==> config.mk <==
export PLATFORM = sky130hd
export DESIGN_NAME = sgb_servo_boost
export DESIGN_NICKNAME = d
export VERILOG_FILES = /design/src/sgb_pkg.sv /design/src/sgb_servo_boost.sv
export SDC_FILE = /design/constraint.sdc
export NUM_CORES = 2
export LEC_CHECK = 0
export ABC_AREA = 1
export BUFFER_PORTS_ARGS = -buffer_cell sky130_fd_sc_hd__buf_2
export CAP_MARGIN = 10
export CORE_ASPECT_RATIO = 1.5
export CORE_MARGIN = 2
export CORE_UTILIZATION = 31
export CTS_BUF_LIST = sky130_fd_sc_hd__clkbuf_2 sky130_fd_sc_hd__clkbuf_4 sky130_fd_sc_hd__clkbuf_8
export DETAILED_ROUTE_END_ITERATION = 8
export PLACE_DENSITY_LB_ADDON = 0.08
export SKIP_LAST_GASP = 1
export SLEW_MARGIN = 5
export SYNTH_ARGS = -nofsm -noshare
export SYNTH_HDL_FRONTEND = slang
export SYNTH_SLANG_ARGS = --single-unit
==> constraint.sdc <==
create_clock -name clk -period 75.9 [get_ports clk]
set_clock_uncertainty 0.05 [all_clocks]
set_input_delay 7.59 -clock clk [delete_from_list [all_inputs] [get_ports clk]]
set_output_delay 7.59 -clock clk [all_outputs]
set_load 0.01 [all_outputs]
==> src/sgb_pkg.sv <==
/*
 * Shared constants, types and the register map of the servo gain boost
 * and friction compensation block.
 * Assumes a 125 MHz clock and an AHB-Lite master reaching a 256-byte window.
 */
package sgb_pkg;

	// register byte offsets within the window
	localparam logic [7:0] SGB_OFS_INTERVAL = 8'h00;
	localparam logic [7:0] SGB_OFS_SCALE = 8'h04;
	localparam logic [7:0] SGB_OFS_BIAS = 8'h08;
	localparam logic [7:0] SGB_OFS_FWD = 8'h0c;
	localparam logic [7:0] SGB_OFS_REV = 8'h10;
	localparam logic [7:0] SGB_OFS_TRANS = 8'h14;
	localparam logic [7:0] SGB_OFS_CTRL = 8'h18;
	localparam logic [7:0] SGB_OFS_STATUS = 8'h1c;

	// control and status field positions
	localparam int SGB_CTRL_MODE_LSB = 0;
	localparam int SGB_CTRL_RESTORE_BIT = 2;
	localparam int SGB_STAT_BIAS_LSB = 8;
	localparam int SGB_STAT_FRIC_LSB = 16;

	// reset values and fixed figures
	localparam logic [9:0] SGB_SCALE_RST = 10'h064;
	localparam logic [25:0] SGB_SCALE_DIV = 26'h0000064;
	localparam logic [15:0] SGB_GAIN_MAX = 16'hffff;
	localparam logic [2:0] SGB_HSIZE_WORD = 3'h2;

	// boost and ramp time unit, and its length in clock cycles
	localparam real SGB_TICK_MS = 0.1;
	localparam real SGB_CLK_MHZ = 125.0;
	localparam int SGB_TICK_CYCLES = int'(SGB_TICK_MS * 1000.0 * SGB_CLK_MHZ);

	typedef enum logic [1:0] {
		SGB_MODE_POS = 2'h0,
		SGB_MODE_VEL = 2'h1,
		SGB_MODE_TRQ = 2'h2,
		SGB_MODE_FULL = 2'h3
	} sgb_mode_t;

	// usual path first -> second -> third
	typedef enum logic [1:0] {
		SGB_GAIN_FIRST = 2'h0,
		SGB_GAIN_SECOND = 2'h1,
		SGB_GAIN_THIRD = 2'h3
	} sgb_gain_t;

	typedef struct packed {
		logic [15:0] pos;
		logic [15:0] vel;
	} sgb_gains_t;

	typedef struct packed {
		logic [13:0] interval;
		logic [9:0] scale;
		logic signed [7:0] bias;
		logic signed [7:0] fwd;
		logic signed [7:0] rev;
		logic [13:0] trans;
		sgb_mode_t mode;
		sgb_gain_t gain;
		logic [15:0] tickCnt;
		logic [13:0] boostCnt;
		logic [13:0] rampLeft;
		logic secInhibit;
		logic cmdPrev;
		logic signed [7:0] biasCur;
		logic signed [7:0] fricCur;
		logic [15:0] posGain;
		logic [15:0] velGain;
		logic signed [15:0] torque;
		logic ahbActive;
		logic ahbWrite;
		logic [7:0] ahbAddr;
		logic [31:0] rdata;
	} sgb_state_t;

endpackage

==> src/sgb_servo_boost.sv <==
/*
 * Third-gain boost before stop and friction torque compensation for the
 * position loop of a servo drive, with an AHB-Lite register slave.
 * Assumes one clock, a sampled position command from the motion controller
 * and first/second gain sets and switching condition supplied by the drive.
 */
// Added by the designer: the register offsets and the AHB-Lite slave port.
`timescale 1ns/1ns
module sgb_servo_boost #(
	parameter int TICK_CYCLES = sgb_pkg::SGB_TICK_CYCLES
) (
	// clock, reset, enable
	input wire logic clk,
	input wire logic rst,
	input wire logic ce,
	// ahb-lite slave
	input wire logic hsel,
	input wire logic [31:0] haddr,
	input wire logic [1:0] htrans,
	input wire logic hwrite,
	input wire logic [2:0] hsize,
	input wire logic [31:0] hwdata,
	input wire logic hready,
	output logic hreadyout,
	output logic [31:0] hrdata,
	output logic hresp,
	// drive state
	input wire logic servoOn,
	input wire logic secondGainCond,
	// position command from the motion controller
	input wire logic posCmdActive,
	input wire logic posCmdFwd,
	// gain sets in and applied gains out
	input wire sgb_pkg::sgb_gains_t firstGains,
	input wire sgb_pkg::sgb_gains_t secondGains,
	output sgb_pkg::sgb_gains_t appliedGains,
	output logic boostActive,
	// torque command path
	input wire logic signed [15:0] torqueCmdIn,
	output logic signed [15:0] torqueCmdOut
);
	import sgb_pkg::*;

	sgb_state_t s_q;
	sgb_state_t s_d;
	logic posMode;
	logic cmdStart;
	logic cmdEnd;
	logic boostOk;
	logic tick;
	logic wr;
	logic accept;
	logic restoreReq;
	logic secActive;
	logic enterThird;
	logic rampThird;
	logic [25:0] posProd;
	logic [25:0] velProd;
	logic [15:0] thirdPos;
	logic [15:0] thirdVel;
	logic signed [17:0] rampDiff;
	logic signed [17:0] rampStep;
	logic signed [17:0] torqueSum;

	// register read mux, fed with the post-write state so reads see writes
	function automatic logic [31:0] regRead(input sgb_state_t v,
		input logic [7:0] a);
		logic [31:0] r;
		r = '0;
		case (a)
			SGB_OFS_INTERVAL: r[13:0] = v.interval;
			SGB_OFS_SCALE: r[9:0] = v.scale;
			SGB_OFS_BIAS: r = {{24{v.bias[7]}}, v.bias};
			SGB_OFS_FWD: r = {{24{v.fwd[7]}}, v.fwd};
			SGB_OFS_REV: r = {{24{v.rev[7]}}, v.rev};
			SGB_OFS_TRANS: r[13:0] = v.trans;
			SGB_OFS_CTRL: r[SGB_CTRL_MODE_LSB +: 2] = v.mode;
			SGB_OFS_STATUS: begin
				r[1:0] = v.gain;
				r[SGB_STAT_BIAS_LSB +: 8] = v.biasCur;
				r[SGB_STAT_FRIC_LSB +: 8] = v.fricCur;
			end
			default: r = '0;
		endcase
		return r;
	endfunction

	// third gain from first gain and scale, clipped to the gain width
	always_comb begin
		posProd = 26'(firstGains.pos * s_q.scale) / SGB_SCALE_DIV;
		velProd = 26'(firstGains.vel * s_q.scale) / SGB_SCALE_DIV;
		thirdPos = (posProd > 26'(SGB_GAIN_MAX)) ? SGB_GAIN_MAX : posProd[15:0];
		thirdVel = (velProd > 26'(SGB_GAIN_MAX)) ? SGB_GAIN_MAX : velProd[15:0];
	end

	// bus handshake: no wait states, but a frozen block stalls the bus
	assign hreadyout = ce;
	assign hresp = 1'b0;
	assign hrdata = s_q.rdata;
	// one driver for the whole struct keeps strict tools content
	assign appliedGains = '{pos: s_q.posGain, vel: s_q.velGain};
	assign boostActive = (s_q.gain == SGB_GAIN_THIRD);
	assign torqueCmdOut = s_q.torque;

	// next state of the whole block
	always_comb begin
		s_d = s_q;
		posMode = (s_q.mode == SGB_MODE_POS) || (s_q.mode == SGB_MODE_FULL);
		cmdStart = posCmdActive && !s_q.cmdPrev;
		cmdEnd = !posCmdActive && s_q.cmdPrev;
		boostOk = servoOn && posMode && (s_q.interval != '0);
		tick = (s_q.tickCnt == 16'(TICK_CYCLES - 1));
		wr = s_q.ahbActive && s_q.ahbWrite;
		accept = hsel && htrans[1] && hready;
		restoreReq = 1'b0;
		enterThird = 1'b0;
		rampThird = 1'b0;
		rampDiff = '0;
		rampStep = '0;

		// data phase of a write
		if (wr) begin
			case (s_q.ahbAddr)
				SGB_OFS_INTERVAL: s_d.interval = hwdata[13:0];
				SGB_OFS_SCALE: s_d.scale = hwdata[9:0];
				SGB_OFS_BIAS: s_d.bias = hwdata[7:0];
				SGB_OFS_FWD: s_d.fwd = hwdata[7:0];
				SGB_OFS_REV: s_d.rev = hwdata[7:0];
				SGB_OFS_TRANS: s_d.trans = hwdata[13:0];
				SGB_OFS_CTRL: begin
					s_d.mode = sgb_mode_t'(hwdata[SGB_CTRL_MODE_LSB +: 2]);
					restoreReq = hwdata[SGB_CTRL_RESTORE_BIT];
				end
				default: ;
			endcase
		end

		// time base, restarted when a boost interval opens
		s_d.tickCnt = tick ? '0 : s_q.tickCnt + 16'h0001;
		s_d.cmdPrev = posCmdActive;
		// a forced fall-back ignores the second-gain condition until it drops
		if (!secondGainCond) begin
			s_d.secInhibit = 1'b0;
		end
		secActive = secondGainCond && !s_q.secInhibit;

		// gain selection
		case (s_q.gain)
			SGB_GAIN_FIRST: begin
				if (secActive) begin
					s_d.gain = SGB_GAIN_SECOND;
				end else if (cmdEnd && boostOk) begin
					enterThird = 1'b1;
				end
			end
			SGB_GAIN_SECOND: begin
				if (restoreReq) begin
					s_d.secInhibit = 1'b1;
					if (boostOk) begin
						enterThird = 1'b1;
						rampThird = 1'b1;
					end else begin
						s_d.gain = SGB_GAIN_FIRST;
					end
				end else if (!secActive) begin
					if (boostOk) begin
						enterThird = 1'b1;
						rampThird = 1'b1;
					end else begin
						s_d.gain = SGB_GAIN_FIRST;
					end
				end
			end
			SGB_GAIN_THIRD: begin
				if (!boostOk) begin
					s_d.gain = SGB_GAIN_FIRST;
				end else if (secActive) begin
					s_d.gain = SGB_GAIN_SECOND;
				end else if (tick) begin
					if (s_q.boostCnt + 14'h0001 >= s_q.interval) begin
						s_d.gain = SGB_GAIN_FIRST;
					end else begin
						s_d.boostCnt = s_q.boostCnt + 14'h0001;
					end
				end
			end
			default: s_d.gain = SGB_GAIN_FIRST;
		endcase
		if (enterThird) begin
			s_d.gain = SGB_GAIN_THIRD;
			s_d.boostCnt = '0;
			s_d.tickCnt = '0;
			s_d.rampLeft = rampThird ? s_q.trans : '0;
		end

		// applied gains; only position and speed proportional gains boost
		case (s_d.gain)
			SGB_GAIN_SECOND: begin
				s_d.posGain = secondGains.pos;
				s_d.velGain = secondGains.vel;
			end
			SGB_GAIN_THIRD: begin
				s_d.velGain = thirdVel;
				if (enterThird) begin
					s_d.posGain = (s_d.rampLeft != '0) ? s_q.posGain : thirdPos;
				end else if (s_q.rampLeft == '0) begin
					s_d.posGain = thirdPos;
				end else if (tick) begin
					// linear ramp: close the remaining gap in equal parts
					rampDiff = $signed({2'b00, thirdPos}) -
						$signed({2'b00, s_q.posGain});
					rampStep = rampDiff / $signed({4'b0000, s_q.rampLeft});
					s_d.posGain = s_q.posGain + rampStep[15:0];
					s_d.rampLeft = s_q.rampLeft - 14'h0001;
				end
			end
			default: begin
				s_d.posGain = firstGains.pos;
				s_d.velGain = firstGains.vel;
			end
		endcase
		if (s_d.gain != SGB_GAIN_THIRD) begin
			s_d.rampLeft = '0;
		end

		// compensation values, held through servo-on until a command starts
		if (servoOn && cmdStart) begin
			s_d.biasCur = s_q.bias;
			s_d.fricCur = posCmdFwd ? s_q.fwd : s_q.rev;
		end else if (servoOn && posCmdActive && posMode) begin
			s_d.fricCur = posCmdFwd ? s_q.fwd : s_q.rev;
		end

		// torque command with bias and friction terms, saturated
		torqueSum = 18'(torqueCmdIn);
		if (servoOn && s_q.mode != SGB_MODE_TRQ) begin
			torqueSum = torqueSum + 18'(s_q.biasCur);
		end
		if (servoOn && posMode) begin
			torqueSum = torqueSum + 18'(s_q.fricCur);
		end
		if (torqueSum > 18'sh07fff) begin
			s_d.torque = 16'sh7fff;
		end else if (torqueSum < -18'sh08000) begin
			s_d.torque = -16'sh8000;
		end else begin
			s_d.torque = torqueSum[15:0];
		end

		// address phase; only whole-word writes are taken
		s_d.ahbActive = accept;
		s_d.ahbWrite = hwrite && (hsize == SGB_HSIZE_WORD);
		s_d.ahbAddr = haddr[7:0];
		if (accept && !hwrite) begin
			s_d.rdata = regRead(s_d, haddr[7:0]);
		end
	end

	// single state register, frozen while the clock enable is low
	always_ff @(posedge clk) begin
		if (rst) begin
			s_q <= '0;
			s_q.scale <= SGB_SCALE_RST;
		end else if (ce) begin
			s_q <= s_d;
		end
	end
endmodule

==> key figures <==
Route
  • DR WL/cell: 17.7 µm
  • Residual DRC: 0
  • DRT Wirelength: 142000 µm
  • Antenna Nets Post-Route: 0
  • First-pass DRT Iterations: 5
  • DR iter-0 viols: 1824
  • DR vias/cell: 4.83
  • DR vias: 38.8k

Floorplan
  • Die Ht: 449 µm
  • Top Ports: 242
  • Die area: 135000 µm²
  • Die width: 301 µm
  • Initial Utilization: 31.2%
  • Std-Cell Rows: 163
  • Core area: 131000 µm²

Timing
  • Total negative slack: 0 ps
  • Slew HR: 26.4%
  • Crit path time final: 68090 ps
  • Fin. Hold Viols: 0
  • RSZ-0062 raised after global routing: false
  • Setup violations, final: 0
  • Worst Tran Pin Value: 1100 ps
  • F_max: 14.7 MHz
  • Max Slew Vio Count: 0
  • Fin crit share: 89.7%

Synthesis
  • Register bit total from synthesis: 211
  • Mux cell area share after synthesis: 0.318%
  • Mapped Cells: 6237
  • Asr flop ratio synth: 0%
  • Register area share after synthesis: 10.3%
  • Yosys warns: 0
  • Synth Flop Type: dfxtp_1
  • Largest family of logic cells by synthesized area: simple AND/OR/NAND/NOR gates
  • Synth Area in Adders: 22.2%
  • Area of the mapped netlist: 40900 µm²
  • Syn_area_per_cell: 6.56 µm²
  • Compound-gate portion of the synthesized area: 16.0%
  • Xor and xnor area share after synthesis: 4.81%
  • Count of distinct cell types in the synthesized netlist: 81
  • EDFF count, synth: 0
  • Simple-gate share of the synthesized area: 32.3%

Cells and area
  • Share of layout cells above drive strength 1: 14.3%
  • Nets: 7008
  • Layout area overhead: 7.69%
  • Design Area, Final: 44100 µm²
  • Post-layout util: 33.6%

Critical path
  • Critical path type: in -> reg
  • Crit path from: firstGains[23]
  • Reg2Reg Setup Slack: 14280 ps
  • Launch point of the worst reg-to-reg path: s_q[199]
  • Slowest cell delay on critical path: 580 ps
  • Reg2Reg Depth: 384
  • CP dominant cell by count: nand2_1
  • Reg2reg end: appliedGains[31]
  • CP Max Fanout: 29
  • Crit path DAT: 68550 ps
  • Slowest cell on the critical path: fa_1
  • Crit start category: input pin
  • CP required: 76360 ps
  • CP endpoint kind: flop

Clocking
  • Clk Latency, worst-skew pair: 660 ps
  • Cts bufs inserted: 42
  • Num Clock Sinks: 211
  • CTS H-Tree Depth: 2
  • Worst-path clk slew: 60 ps
  • Clk root buf: clkbuf_8
  • Post-CTS setup buffer count: 0
  • Bufs on Longest Clock Path: 3
  • CTS tree: done

Global route
  • All-Layer GR Usage: 20.9%
  • Initial antenna violation count: 10
  • Gr ovfl total: 0
  • Largest net degree at the start of global routing: 107
  • Number of global-route vias before repair: 39.7k
  • First-pass GRT wire length: 224000 µm

Job
  • Max Cap Violations: 0

Placement
  • Post-DP HPWL: 115000 µm
  • GPL Wtd Cong: 0.859
  • Cell Area, Placed: 43100 µm²
  • Port bufs: 197

Worst hold path
  • Worst Hold End: hrdata[17]
  • WHS Path Cells: 2
  • Worst Min Path Start: hrdata[17]
  • Min-Delay Path Class: reg -> reg

Outcome
  • Status: complete, no violations
==> worst max-delay path, delay by kind of cell <==
family | cells | cell delay [ps]
AO/OA/AOI/OAI | 143 | 24480
XOR/XNOR | 4 | 1060
adder cells (fa/ha/maj) | 27 | 9590
multiplexers | 1 | 280
buffers and inverters | 45 | 6920
AND/OR/NAND/NOR | 164 | 18440
==> routing by layer <==
metal,vias up,GRT usage (%),wire length (µm)
met1,18200,23.7,57500
met4,12,4.56,3060
met5,-,0,81
met2,519,41.2,76400
met3,139,2.10,4610
li1,19900,-,-
==> synthesized netlist by cell type, drive strengths merged, types with 93 or more instances <==
library cell | instances | area share (%)
o21ai | 512 | 6.3
inv | 1094 | 10
nand2 | 1735 | 19
nor2 | 416 | 4.7
nand3 | 288 | 4.5
xor2 | 133 | 2.8
ha | 369 | 11
fa | 224 | 11
a21oi | 356 | 4.4
nand4 | 102 | 2.0
dfxtp | 211 | 10
buf | 93 | 1.7
clkbuf | 185 | 1.9
==> through the flow <==
stage	hold slack [ps]	cells	worst slack [ps]
after global placement	404	7943	6500
after CTS	411	8019	6600
after detailed placement	402	7943	6150
final	412	8024	7810
after global routing	440	8021	116
after floorplan	396	6238	14780
==> worst max path at each step <==
stage / endpoint / cells past startpoint / slack (ps)
CTS: appliedGains[31] / 386 / 6600
floorplan: appliedGains[31] / 394 / 14780
global route: appliedGains[31] / 387 / 120
detailed placement: appliedGains[31] / 385 / 6150
finish: appliedGains[31] / 384 / 7810
global placement: appliedGains[31] / 382 / 6500
==> cell families (layout without fill, tap and decap cells) <==
| logic type | after synthesis | after routing |
|---|---|---|
| other | 1 | 6 |
| and+or+nand+nor | 2658 | 2658 |
| buffers and inverters | 1396 | 1446 |
| DFF | 211 | 211 |
| adders and majority gates | 593 | 593 |
| AOI/OAI and AO/OA | 1141 | 1141 |
| xor gates and xnor gates | 224 | 224 |
| muxes | 13 | 13 |
==> registers in the layout, summed over array words and instances, names as in the netlist <==
name,cells
s_q,138
appliedGains,32
hrdata,25
torqueCmdOut,16
==> layout by cell type, fill, tap and decap left out, types with 64 or more instances in the layout <==
master / Yosys / final
nand2_1: 1446 / 1445
inv_1: 1024 / 1020
o21ai_0: 448 / 448
ha_1: 369 / 369
nor2_1: 360 / 357
a21oi_1: 350 / 350
nand3_1: 233 / 232
fa_1: 224 / 224
dfxtp_1: 211 / 211
buf_2: 0 / 195
nand2_2: 152 / 153
xor2_1: 133 / 133
nand2_4: 133 / 133
xnor2_1: 90 / 90
nand4_1: 81 / 81
inv_2: 63 / 64
==> layout make-up <==
class                      count  area (µm²)
tap                         1732        2170
timing repair inverter         1        5.00
antenna                        4        10.0
timing repair buffer         252        1400
sequential                   211        4220
inverter                    1117        4270
multi-input combinational   4631       31000
clock buffer                  68         830
clock inverter                 8         138
fill                       14800       87300
==> what timing repair did <==
action,CTS,global route
setup endpoints to repair,0,1
gates resized for setup,0,4
hold buffers,0,0
Power is not shown: default switching activity piles up to over one toggle a cycle in this logic, so the estimate is an artifact.
